<file path="config.mk">
export PLATFORM = sky130hd
export DESIGN_NAME = cah_consist
export DESIGN_NICKNAME = d
export VERILOG_FILES = /design/src/shared/cah_pkg.sv /design/src/logic/cah_consist.sv
export SDC_FILE = /design/constraint.sdc
export NUM_CORES = 1
export LEC_CHECK = 0
export ABC_AREA = 1
export ABC_CLOCK_PERIOD_IN_PS = 1900
export BUFFER_PORTS_ARGS = -buffer_cell sky130_fd_sc_hd__buf_2
export CELL_PAD_IN_SITES_DETAIL_PLACEMENT = 1
export CELL_PAD_IN_SITES_GLOBAL_PLACEMENT = 2
export CORE_MARGIN = 5
export CORE_UTILIZATION = 28
export CTS_BUF_LIST = sky130_fd_sc_hd__clkbuf_4 sky130_fd_sc_hd__clkbuf_8
export DETAILED_ROUTE_END_ITERATION = 8
export GPL_TIMING_DRIVEN = 0
export PLACE_DENSITY = 0.9
export SETUP_SLACK_MARGIN = 0.4
export SLEW_MARGIN = 15
export SYNTH_ARGS = -nofsm -noshare
export SYNTH_HDL_FRONTEND = slang
export SYNTH_SLANG_ARGS = --single-unit
</file>
<file path="constraint.sdc">
create_clock -name i_clk -period 1.9 [get_ports i_clk]
set_input_delay 0.285 -clock i_clk [delete_from_list [all_inputs] [get_ports i_clk]]
set_output_delay 0.285 -clock i_clk [all_outputs]
set_load 0.01 [all_outputs]
</file>
<file path="src/shared/cah_pkg.sv">
// Overview of operation
// consist address register, low seven bits 1..127
// top bit set means backwards-facing, invert direction
// zero value disables consist operation
// consist active: take speed/direction from consist
// consist active: ignore own speed/direction, rest obeyed
// discard programming commands on consist address
// low mask gates F1..F8, bit 0 F1
// high mask gates headlights and F9..F12
// masks only apply while consist active
// own address commands control every function
// consist function command updates masked bits only
// accel rate is baseline plus signed offset
// brake rate is baseline plus signed offset
// consist inactive: baseline rates used unchanged
// offsets are sign-magnitude, 128 means zero
// sum above 255 saturates to 255
// negative sum saturates to 0
// larger rate means slower throttle response
package cah_pkg;
  // ****************************************
  // register offsets and layout
  // ****************************************
  localparam logic [7:0] OFS_CONSIST_ADDR   = 8'h13;
  localparam logic [7:0] OFS_MASK_LOW       = 8'h15;
  localparam logic [7:0] OFS_MASK_HIGH      = 8'h16;
  localparam logic [7:0] OFS_ACCEL_OFFSET   = 8'h17;
  localparam logic [7:0] OFS_BRAKE_OFFSET   = 8'h18;
  localparam logic [7:0] RST_REG            = 8'h00;
  localparam int         POS_REVERSED       = 7;
  localparam int         POS_SIGN           = 7;
  localparam logic [6:0] ADDR_NONE          = 7'h00;
  localparam logic [7:0] RATE_MAX           = 8'hFF;
  localparam logic [7:0] RATE_MIN           = 8'h00;
  // function vector: bit0 headlight fwd, bit1 headlight rev, bits 2..13 F1..F12
  localparam int         FN_W               = 14;
  localparam logic [5:0] MASK_HIGH_USED     = 6'h3F;
  // command kinds delivered by the packet decoder
  typedef enum logic [1:0] {CAH_CMD_SPEED, CAH_CMD_FUNC, CAH_CMD_PROG, CAH_CMD_OTHER} cah_cmd_t;
endpackage : cah_pkg

</file>
<file path="src/logic/cah_consist.sv">
`timescale 1ns/100ps
module cah_consist
(
  input  wire logic            i_clk,
  input  wire logic            i_rst_n,
  // register port
  input  wire logic            i_reg_wr,
  input  wire logic [7:0]      i_reg_ofs,
  input  wire logic [7:0]      i_reg_wdata,
  output logic      [7:0]      o_reg_rdata,
  // decoded packet
  input  wire logic            i_pkt_valid,
  input  wire logic            i_pkt_to_consist,
  input  wire cah_pkg::cah_cmd_t i_pkt_cmd,
  input  wire logic [7:0]      i_pkt_speed,
  input  wire logic            i_pkt_dir_fwd,
  input  wire logic [13:0]     i_pkt_fn_val,
  input  wire logic [13:0]     i_pkt_fn_sel,
  // baseline rates
  input  wire logic [7:0]      i_base_accel,
  input  wire logic [7:0]      i_base_brake,
  // results
  output logic                 o_consist_active,
  output logic [6:0]           o_consist_addr,
  output logic [7:0]           o_speed,
  output logic                 o_dir_fwd,
  output logic [13:0]          o_fn_state,
  output logic                 o_prog_accept,
  output logic                 o_other_accept,
  output logic [7:0]           o_accel_rate,
  output logic [7:0]           o_brake_rate
);
  import cah_pkg::*;

  // ****************************************
  // configuration registers
  // ****************************************
  logic [7:0] consist_address_r;
  logic [7:0] mask_low_r;
  logic [7:0] mask_high_r;
  logic [7:0] accel_offset_r;
  logic [7:0] brake_offset_r;

  // written from the register port, one byte per offset
  always_ff @(posedge i_clk or negedge i_rst_n)
  begin
    if (!i_rst_n)
    begin
      consist_address_r <= RST_REG;
      mask_low_r        <= RST_REG;
      mask_high_r       <= RST_REG;
      accel_offset_r    <= RST_REG;
      brake_offset_r    <= RST_REG;
    end
    else if (i_reg_wr)
    begin
      case (i_reg_ofs)
        OFS_CONSIST_ADDR: consist_address_r <= i_reg_wdata;
        OFS_MASK_LOW:     mask_low_r        <= i_reg_wdata;
        OFS_MASK_HIGH:    mask_high_r       <= i_reg_wdata;
        OFS_ACCEL_OFFSET: accel_offset_r    <= i_reg_wdata;
        OFS_BRAKE_OFFSET: brake_offset_r    <= i_reg_wdata;
        default: ;
      endcase
    end
  end

  // readback, registered so the output is a flip-flop
  always_ff @(posedge i_clk or negedge i_rst_n)
  begin
    if (!i_rst_n)
      o_reg_rdata <= RST_REG;
    else
    begin
      case (i_reg_ofs)
        OFS_CONSIST_ADDR: o_reg_rdata <= consist_address_r;
        OFS_MASK_LOW:     o_reg_rdata <= mask_low_r;
        OFS_MASK_HIGH:    o_reg_rdata <= mask_high_r;
        OFS_ACCEL_OFFSET: o_reg_rdata <= accel_offset_r;
        OFS_BRAKE_OFFSET: o_reg_rdata <= brake_offset_r;
        default:          o_reg_rdata <= RST_REG;
      endcase
    end
  end

  // ****************************************
  // consist state decode
  // ****************************************
  logic        active;
  logic        reversed;
  logic [13:0] fn_mask;

  // zero low address is off; 128 alone is also no valid address
  assign active   = consist_address_r[6:0] != ADDR_NONE;
  assign reversed = consist_address_r[POS_REVERSED];
  // mask layout: headlights then F1..F8 then F9..F12
  assign fn_mask  = {mask_high_r[5:2], mask_low_r, mask_high_r[1:0]};

  always_ff @(posedge i_clk or negedge i_rst_n)
  begin
    if (!i_rst_n)
    begin
      o_consist_active <= 1'b0;
      o_consist_addr   <= ADDR_NONE;
    end
    else
    begin
      o_consist_active <= active;
      o_consist_addr   <= active ? consist_address_r[6:0] : ADDR_NONE;
    end
  end

  // with consist off the outputs show no address at all
  chk_addr_zero: assert property (@(posedge i_clk) disable iff (!i_rst_n)
    !active |=> (!o_consist_active && o_consist_addr == ADDR_NONE)) else $error("inactive consist shows address");
  // the top bit is direction only and never leaks into the address
  chk_addr_follow: assert property (@(posedge i_clk) disable iff (!i_rst_n)
    active |=> (o_consist_active && ({1'b0, o_consist_addr} == ($past(consist_address_r) & 8'h7F))))
    else $error("consist address not shown");

  // ****************************************
  // packet handling
  // ****************************************
  logic speed_take;
  logic fn_own;
  logic fn_con;

  // one decode of packet kind, shared by the speed, function, programming and other-instruction logic below
  function automatic logic cah_pkt_is(input logic valid, input cah_cmd_t cmd, input cah_cmd_t kind);
    cah_pkt_is = valid && (cmd == kind);
  endfunction : cah_pkt_is

  // overwrite only the selected function bits; the rest keep their state
  function automatic logic [13:0] cah_fn_merge(input logic [13:0] cur, input logic [13:0] val,
                                               input logic [13:0] sel);
    cah_fn_merge = (cur & ~sel) | (val & sel);
  endfunction : cah_fn_merge

  // speed comes from exactly one address depending on the mode
  assign speed_take = cah_pkt_is(i_pkt_valid, i_pkt_cmd, CAH_CMD_SPEED) &&
                      (active ? i_pkt_to_consist : !i_pkt_to_consist);
  // a consist-address packet with consist off is not ours at all
  assign fn_own = cah_pkt_is(i_pkt_valid, i_pkt_cmd, CAH_CMD_FUNC) && !i_pkt_to_consist;
  assign fn_con = cah_pkt_is(i_pkt_valid, i_pkt_cmd, CAH_CMD_FUNC) && i_pkt_to_consist && active;

  // speed and direction, flipped for a backwards unit
  always_ff @(posedge i_clk or negedge i_rst_n)
  begin
    if (!i_rst_n)
    begin
      o_speed   <= 8'h00;
      o_dir_fwd <= 1'b1;
    end
    else if (speed_take)
    begin
      o_speed   <= i_pkt_speed;
      o_dir_fwd <= (i_pkt_to_consist && reversed) ? !i_pkt_dir_fwd : i_pkt_dir_fwd;
    end
  end

  // consist packets with consist off leave speed and direction alone
  chk_speed_idle: assert property (@(posedge i_clk) disable iff (!i_rst_n)
    (!active && i_pkt_valid && i_pkt_to_consist) |=> ($stable(o_speed) && $stable(o_dir_fwd)))
    else $error("consist speed used while inactive");
  // a forward-facing unit passes the commanded direction through
  chk_dir_plain: assert property (@(posedge i_clk) disable iff (!i_rst_n)
    (speed_take && !(i_pkt_to_consist && reversed)) |=> o_dir_fwd == $past(i_pkt_dir_fwd))
    else $error("direction flipped for forward unit");

  // function states; consist packets touch only masked, selected bits
  always_ff @(posedge i_clk or negedge i_rst_n)
  begin
    if (!i_rst_n)
      o_fn_state <= 14'h0000;
    else if (fn_own)
      o_fn_state <= cah_fn_merge(o_fn_state, i_pkt_fn_val, i_pkt_fn_sel);
    else if (fn_con)
      o_fn_state <= cah_fn_merge(o_fn_state, i_pkt_fn_val, i_pkt_fn_sel & fn_mask);
  end

  // own-address command writes every selected bit, mask or not
  chk_own_fn: assert property (@(posedge i_clk) disable iff (!i_rst_n)
    fn_own |=> (o_fn_state & $past(i_pkt_fn_sel)) == ($past(i_pkt_fn_val) & $past(i_pkt_fn_sel)))
    else $error("own function command not applied");
  // bits that the packet does not carry never move
  chk_fn_unsel: assert property (@(posedge i_clk) disable iff (!i_rst_n)
    fn_own |=> ((o_fn_state ^ $past(o_fn_state)) & ~$past(i_pkt_fn_sel)) == 14'h0000)
    else $error("unselected function changed");
  // consist command writes the bits that are both selected and masked
  chk_fn_applied: assert property (@(posedge i_clk) disable iff (!i_rst_n)
    fn_con |=> (o_fn_state & $past(i_pkt_fn_sel) & $past(fn_mask))
      == ($past(i_pkt_fn_val) & $past(i_pkt_fn_sel) & $past(fn_mask)))
    else $error("masked function not applied");

  // programming only via own address; other instructions always obeyed there
  always_ff @(posedge i_clk or negedge i_rst_n)
  begin
    if (!i_rst_n)
    begin
      o_prog_accept  <= 1'b0;
      o_other_accept <= 1'b0;
    end
    else
    begin
      o_prog_accept  <= cah_pkt_is(i_pkt_valid, i_pkt_cmd, CAH_CMD_PROG) && !i_pkt_to_consist;
      o_other_accept <= cah_pkt_is(i_pkt_valid, i_pkt_cmd, CAH_CMD_OTHER) && !i_pkt_to_consist;
    end
  end

  // an own-address instruction other than speed is always obeyed
  chk_other_own: assert property (@(posedge i_clk) disable iff (!i_rst_n)
    (i_pkt_valid && i_pkt_cmd == CAH_CMD_OTHER && !i_pkt_to_consist) |=> o_other_accept)
    else $error("own instruction dropped");
  // programming on the own address is always taken
  chk_prog_own: assert property (@(posedge i_clk) disable iff (!i_rst_n)
    (i_pkt_valid && i_pkt_cmd == CAH_CMD_PROG && !i_pkt_to_consist) |=> o_prog_accept)
    else $error("own programming dropped");

  // ****************************************
  // rate arithmetic
  // ****************************************
  // sign-magnitude add with clamp; larger result means slower response
  function automatic logic [7:0] cah_rate(input logic [7:0] base, input logic [7:0] ofs);
    logic [9:0] sum;
    sum = 10'h000;
    if (ofs[POS_SIGN])
      sum = {2'b00, base} - {3'b000, ofs[6:0]};
    else
      sum = {2'b00, base} + {3'b000, ofs[6:0]};
    if (sum[9])
      cah_rate = RATE_MIN;
    else if (sum[8])
      cah_rate = RATE_MAX;
    else
      cah_rate = sum[7:0];
  endfunction : cah_rate

  // inactive consist passes baselines straight through
  always_ff @(posedge i_clk or negedge i_rst_n)
  begin
    if (!i_rst_n)
    begin
      o_accel_rate <= RATE_MIN;
      o_brake_rate <= RATE_MIN;
    end
    else
    begin
      o_accel_rate <= active ? cah_rate(i_base_accel, accel_offset_r) : i_base_accel;
      o_brake_rate <= active ? cah_rate(i_base_brake, brake_offset_r) : i_base_brake;
    end
  end

  // brake follows the same pass-through as accel
  chk_brake_inactive: assert property (@(posedge i_clk) disable iff (!i_rst_n)
    !active |=> o_brake_rate == $past(i_base_brake)) else $error("brake not baseline when inactive");
  // a large positive offset must not wrap round to a fast rate
  chk_brake_high: assert property (@(posedge i_clk) disable iff (!i_rst_n)
    (active && !brake_offset_r[7] && ({1'b0, i_base_brake} + {2'b00, brake_offset_r[6:0]} > 9'd255))
    |=> o_brake_rate == 8'hFF) else $error("brake not clamped high");
  // a large negative offset must not wrap round to a slow rate
  chk_accel_low: assert property (@(posedge i_clk) disable iff (!i_rst_n)
    (active && accel_offset_r[7] && (i_base_accel < {1'b0, accel_offset_r[6:0]}))
    |=> o_accel_rate == 8'h00) else $error("accel not clamped low");
  // sign bit with zero magnitude is plain zero
  chk_brake_sum: assert property (@(posedge i_clk) disable iff (!i_rst_n)
    (active && brake_offset_r == 8'h80) |=> o_brake_rate == $past(i_base_brake))
    else $error("zero offset changed brake");
  // positive offset never quickens the response, negative never slows it
  chk_accel_slower: assert property (@(posedge i_clk) disable iff (!i_rst_n)
    (active && !accel_offset_r[POS_SIGN]) |=> o_accel_rate >= $past(i_base_accel))
    else $error("positive offset quickened accel");
  chk_accel_quicker: assert property (@(posedge i_clk) disable iff (!i_rst_n)
    (active && accel_offset_r[POS_SIGN]) |=> o_accel_rate <= $past(i_base_accel))
    else $error("negative offset slowed accel");

  // ****************************************
  // checks
  // ****************************************
  chk_rate_inactive: assert property (@(posedge i_clk) disable iff (!i_rst_n)
    !active |=> o_accel_rate == $past(i_base_accel)) else $error("accel not baseline when inactive");
  chk_rate_high: assert property (@(posedge i_clk) disable iff (!i_rst_n)
    (active && !accel_offset_r[7] && ({1'b0, i_base_accel} + {2'b00, accel_offset_r[6:0]} > 9'd255))
    |=> o_accel_rate == 8'hFF) else $error("accel not clamped high");
  chk_rate_low: assert property (@(posedge i_clk) disable iff (!i_rst_n)
    (active && brake_offset_r[7] && (i_base_brake < {1'b0, brake_offset_r[6:0]}))
    |=> o_brake_rate == 8'h00) else $error("brake not clamped low");
  chk_accel_sum: assert property (@(posedge i_clk) disable iff (!i_rst_n)
    (active && accel_offset_r == 8'h80) |=> o_accel_rate == $past(i_base_accel))
    else $error("zero offset changed accel");
  chk_dir_invert: assert property (@(posedge i_clk) disable iff (!i_rst_n)
    (speed_take && i_pkt_to_consist && reversed) |=> o_dir_fwd != $past(i_pkt_dir_fwd))
    else $error("backwards unit not inverted");
  chk_own_speed: assert property (@(posedge i_clk) disable iff (!i_rst_n)
    (active && i_pkt_valid && i_pkt_cmd == CAH_CMD_SPEED && !i_pkt_to_consist) |=> $stable(o_speed))
    else $error("own speed taken in consist");
  chk_prog_consist: assert property (@(posedge i_clk) disable iff (!i_rst_n)
    (i_pkt_valid && i_pkt_to_consist) |=> !o_prog_accept) else $error("programming on consist");
  chk_fn_masked: assert property (@(posedge i_clk) disable iff (!i_rst_n)
    fn_con |=> ((o_fn_state ^ $past(o_fn_state)) & ~$past(fn_mask)) == 14'h0000)
    else $error("unmasked function changed");
  chk_fn_inactive: assert property (@(posedge i_clk) disable iff (!i_rst_n)
    (!active && i_pkt_valid && i_pkt_to_consist) |=> $stable(o_fn_state))
    else $error("consist function used while inactive");
  chk_consist_spd: assert property (@(posedge i_clk) disable iff (!i_rst_n)
    (active && i_pkt_valid && i_pkt_cmd == CAH_CMD_SPEED && i_pkt_to_consist)
    |=> o_speed == $past(i_pkt_speed)) else $error("consist speed not taken");
endmodule : cah_consist

</file>
## Word level (Yosys, flattened, before mapping)

Cells that the tools add are included.

| storage, ports and cells | value |
|---|---|
| flip-flop bits (word level) | 97 |
| input port bits | 76 |
| logic and storage cells | 71 |

| cells by class | value |
|---|---|
| $add $sub $neg | 4 |
| equal/unequal tests | 8 |
| mux-type cells | 14 |
| bitwise logic cells | 9 |
| reduce and logical (&&, ||, !) cells | 21 |

Operators by type and width:

| cell | number |
|---|---|
| AND 14 bit | 5 |
| two-way mux 8 bit | 6 |
| equality test 8 x 5 -> 1 bit, second input constant | 5 |
| one-hot mux 8 bit (5 select lines) | 1 |
| two-way mux 14 bit | 2 |
| inverter 14 bit | 2 |
| OR 14 bit | 2 |
| two-way mux 10 bit | 2 |
| adder 8 x 7 -> 9 bit | 2 |
| subtractor 8 x 7 -> 9 bit | 2 |
| logical AND 1 bit | 11 |
| AND reduction 2 bit | 5 |
| two-way mux 7 bit | 1 |
| nonzero test 7 bit | 1 |
| equality test 2 bit, second input constant | 2 |
| equality test 2 x 1 -> 1 bit, second input constant | 1 |
| logical NOT 1 bit | 2 |
| logical NOT 2 bit | 1 |
| two-way mux 1 bit | 2 |
| nonzero test 2 bit | 1 |

## Logic depth before layout (Yosys ltp)

| logic depth | value |
|---|---|
| depth in word-level cells | 6 |
| gate-level depth with buffers | 14 |
| depth with buffers taken out | 14 |

## Worst setup path before layout

Ideal clock, no wire load.

| timing path | value |
|---|---|
| path type | register to register |
| from | reg brake_offset_r[0] |
| to | reg o_brake_rate[5] |
| setup time | 0.117 ns |
| arrival | 1.685 ns |
| data required time | 1.783 ns |
| setup slack | 0.098 ns |
| cell stages (with the launch flop) | 13 |
| clock period less this slack | 1.802 ns |
| cell sequence | dfrtp_1 ha_1 fa_1 inv_1 nand3_1 nand3_1 nand2_1 nand2_1 nand2_1 nand2_1 nand3_1 nand2_1 nand2_1 |

| between the ends | value |
|---|---|
| longest elaborated chain between the ends | 5 |

Ends and longest elaborated chain:

| item | line | RTL |
|---|---|---|
| from (decl) | cah_consist.sv:42 | `logic [7:0] brake_offset_r;` |
| from (signal assigned) | cah_consist.sv:62 | `OFS_BRAKE_OFFSET: brake_offset_r <= i_reg_wdata;` |
| adder 8 x 7 -> 9 bit / subtractor 8 x 7 -> 9 bit (equally long branches) | cah_consist.sv:229, cah_consist.sv:227 |  |
| two-way mux 10 bit (*) | cah_consist.sv:226 | `if (ofs[POS_SIGN])` |
| two-way mux 8 bit | cah_consist.sv:232 | `else if (sum[8])` |
| two-way mux 8 bit (*) | cah_consist.sv:230 | `if (sum[9])` |
| two-way mux 8 bit (*) | cah_consist.sv:249 | `o_brake_rate <= active ? cah_rate(i_base_brake, brake_offset_r) : i_base_brake;` |
| to (signal assigned) | cah_consist.sv:249 |  |
| to (decl) | cah_consist.sv:31 | `output logic [7:0] o_brake_rate` |

Every way passes the cells marked *; elsewhere a longest branch is shown, timed or not.
A chain may end at the register's enable or synchronous reset.

## Final worst setup path

| timing path | value |
|---|---|
| from | reg accel_offset_r[0] |
| to | reg o_accel_rate[5] |

| between the ends | value |
|---|---|
| longest elaborated chain between the ends | 5 |

Ends and longest elaborated chain:

| item | line | RTL |
|---|---|---|
| from (decl) | cah_consist.sv:41 | `logic [7:0] accel_offset_r;` |
| from (signal assigned) | cah_consist.sv:61 | `OFS_ACCEL_OFFSET: accel_offset_r <= i_reg_wdata;` |
| adder 8 x 7 -> 9 bit / subtractor 8 x 7 -> 9 bit (equally long branches) | cah_consist.sv:229, cah_consist.sv:227 |  |
| two-way mux 10 bit (*) | cah_consist.sv:226 |  |
| two-way mux 8 bit | cah_consist.sv:232 |  |
| two-way mux 8 bit (*) | cah_consist.sv:230 |  |
| two-way mux 8 bit (*) | cah_consist.sv:248 | `o_accel_rate <= active ? cah_rate(i_base_accel, accel_offset_r) : i_base_accel;` |
| to (signal assigned) | cah_consist.sv:248 |  |
| to (decl) | cah_consist.sv:30 | `output logic [7:0] o_accel_rate,` |

Marks and branches as above.

==> results.ini <==
[clock_network]
cts.sink_count=97
cts.htree.levels=3
clkLatencyLatePin_ps=390
cts_inserted_buffers=9
cts_buffer_depth=2
clkTransAtPathRegs_ps=100
cts-root-buf=clkbuf_8
cts_tree=built

[worst_setup_path]
cp_slowest_cell=dfrtp_2
critical_path_arrival_ps=2100
end_kind=register
worstPathRequired_ps=2180
setup.worst_path.class=register to register
startpoint_type=register
worst_path_largest_cell_delay_ps=480
cp_max_fo=8
path_cells=ha_4 -> fa_2 -> nand3_1 -> nand2_1 -> nand3_1 -> nand3_2 -> nand2_4 -> nand3_2 -> nand2_2 -> nand2_2

[yosys]
yosys.area.top_type=dfrtp_1
syn_avg_cell_area_um2=7.310
synth_area_leaders=dfrtp_1 41%, nand2_1 17%, inv_1 8.7%, ha_1 5.9%, nand3_1 5.0%
ys_seq_area_share_pct=40.97
synth_top_area_share_pct=40.52
synth_cells=811
yosys_warnings=0
yosysUniqueCellTypes=35
synth-edff-count=0
async_flop_share_pct=100.0
syn_area_mm2=0.005928
synthesis.nets=919
ys_ff_latch=97
synth_ff_type=dfrtp_1

[die]
row_count=53
initial_core_util_pct=28.29
dieArea_mm2=0.02418
num_io_pins=133
core_area_mm2=0.02096
dieWidth_um=155.5
die_h_um=155.5

[pwr]
vdd_drop_max_uv=257.1
clock_power_share_pct=26.2
leakagePower_nw=4.337
p_sw_share_pct=34.89
switchingPower_mw=1.965
p_per_area_mw_per_mm2=690.8
p_int_mw=3.666
p_seq_share_pct=43.8
combinationalPowerShare_pct=30.0

[layout]
final_cell_mix=227 x nand2_1, 137 x buf_2, 131 x inv_1
layout_commonest_cell=nand2_1
fin_area_mm2=0.008152
areaGrowthSynthToFinish_pct=37.51
drive_gt1_share_pct=34.87
final_nets=1101
final_util_pct=38.90

[grt]
grt_max_degree=80
grt_pass1_wl_um=32370
overflow=0
grt_pass1_vias=6230
antenna_found_initial=2
grtUsageTotal_pct=16.68

[sta]
hold_viol=0
drv_slew=0
period_minus_slack_ps=1821
fin_setup_tns_ps=0
worst_slew_pin_slew_ps=552.2
fmax_ghz=0.5493
post-route-worst-setup-slack_ps=79.47
rsz0062_at_grt=true
post-route-period-util_pct=95.82
relSlewSlack_pct=63.19
setup_violations=0
fin_skew_ps=15.96

[route]
wl_per_cell_um=16.16
antenna_left=0
drc=0
wl_um=20580
drt_iter0_markers=203
vias=5967
first_pass_iters=5
routed_via_density=4.684

[placement]
place_area_mm2=0.007005
pre_cts_slack_ps=-215.8
globalplace.congestion=0.8349
port_buffers=132
hpwl_um=15170

[flow_run]
drv_cap=0

[status]
status=finished, final reports clean

[min_path]
hp-class=primary input to register

## layer usage
metal	GRT usage (%)	vias to the layer above	routed length, um
met2	28.72	104	10550
met3	3.310	31	807
met5	0	-	11
met1	21.25	2912	8837
li1	-	2918	-
met4	4.919	2	378
## final cells by class
cell class	instances	area [um^2]
antenna	1	2.502
timing repair buffer	171	1065
sequential	97	2436
inverter	142	545.5
tap	275	344.1
buffer	26	185.2
clock inverter	5	63.81
multi-input combinational	546	3371
clock buffer	11	138.9
fill	2656	12800
## power groups by stage
| stage | Combinational (mW) | Clock (mW) | Sequential, mW |
|---|---|---|---|
| after floorplan | 0.656 | 0 | 2.58 |
| after global placement | 1.33 | 0 | 2.48 |
| after detailed placement | 1.37 | 0 | 2.49 |
| after CTS | 1.57 | 1.53 | 2.45 |
| after global routing | 1.88 | 1.60 | 2.50 |
| final | 1.69 | 1.47 | 2.47 |
## stage by stage
step / cells / power (mW) / hold slack, ps
after floorplan: 811 / 3.237 / -10.59
after global placement: 1218 / 3.813 / 450.5
after detailed placement: 1219 / 3.859 / 137.2
after CTS: 1263 / 5.548 / 61.33
after global routing: 1274 / 5.984 / 84.63
final: 1274 / 5.631 / 82.84
## path summary, 6_finish.rpt
check | slack (ps) | startpoint | end | cells past startpoint
setup / recovery | 80 | accel_offset_r[0] | o_accel_rate[5] | 10
hold / removal | 80 | i_pkt_cmd[0] | o_prog_accept | 2
setup reg to reg | 80 | accel_offset_r[0] | o_accel_rate[5] | 10
hold reg to reg | 480 | o_dir_fwd | o_dir_fwd | 2
max in group asynchronous | 910 | i_rst_n | accel_offset_r[1] | 3
min in group asynchronous | 290 | i_rst_n | o_speed[3] | 2
## critical path: cells and delay by family (launching register included)
family | cells | cell delay (ps)
simple gates | 8 | 670
fa+ha+maj | 2 | 550
flops | 1 | 480
## cells by family after synthesis
kind of cell / after synthesis / synth area share, %
buffers and inverters: 168 / 11.29
flip-flops: 97 / 40.97
XOR/XNOR: 7 / 1.034
adder cells (fa/ha/maj): 32 / 7.261
AO/OA/AOI/OAI: 111 / 10.89
AND/OR/NAND/NOR: 396 / 28.56
## repair_timing
action,CTS,global route
resized for setup,81,111
endpoints found under the setup margin,39,71
pin swaps,16,34
hold endpoints to repair,18,0
hold buffers,1,0
gates cloned,4,0
setup buffers,23,10
## synthesized netlist by cell type (2+ instances only)
cell,number
nand2_1,275
inv_1,138
dfrtp_1,96
nand3_1,59
o21ai_0,50
ha_1,28
nor2_1,24
a21oi_1,22
a211oi_1,16
nand4_1,16
clkbuf_1,15
o21ai_2,8
buf_2,7
nor3_1,7
o22ai_1,6
xor2_1,6
buf_6,4
fa_1,4
nand2_2,4
o21ai_1,4
inv_2,3
a21boi_0,2
nand3_2,2
nor2_4,2
nor4_1,2
o21bai_1,2
Power figures use the tool's default switching activity.
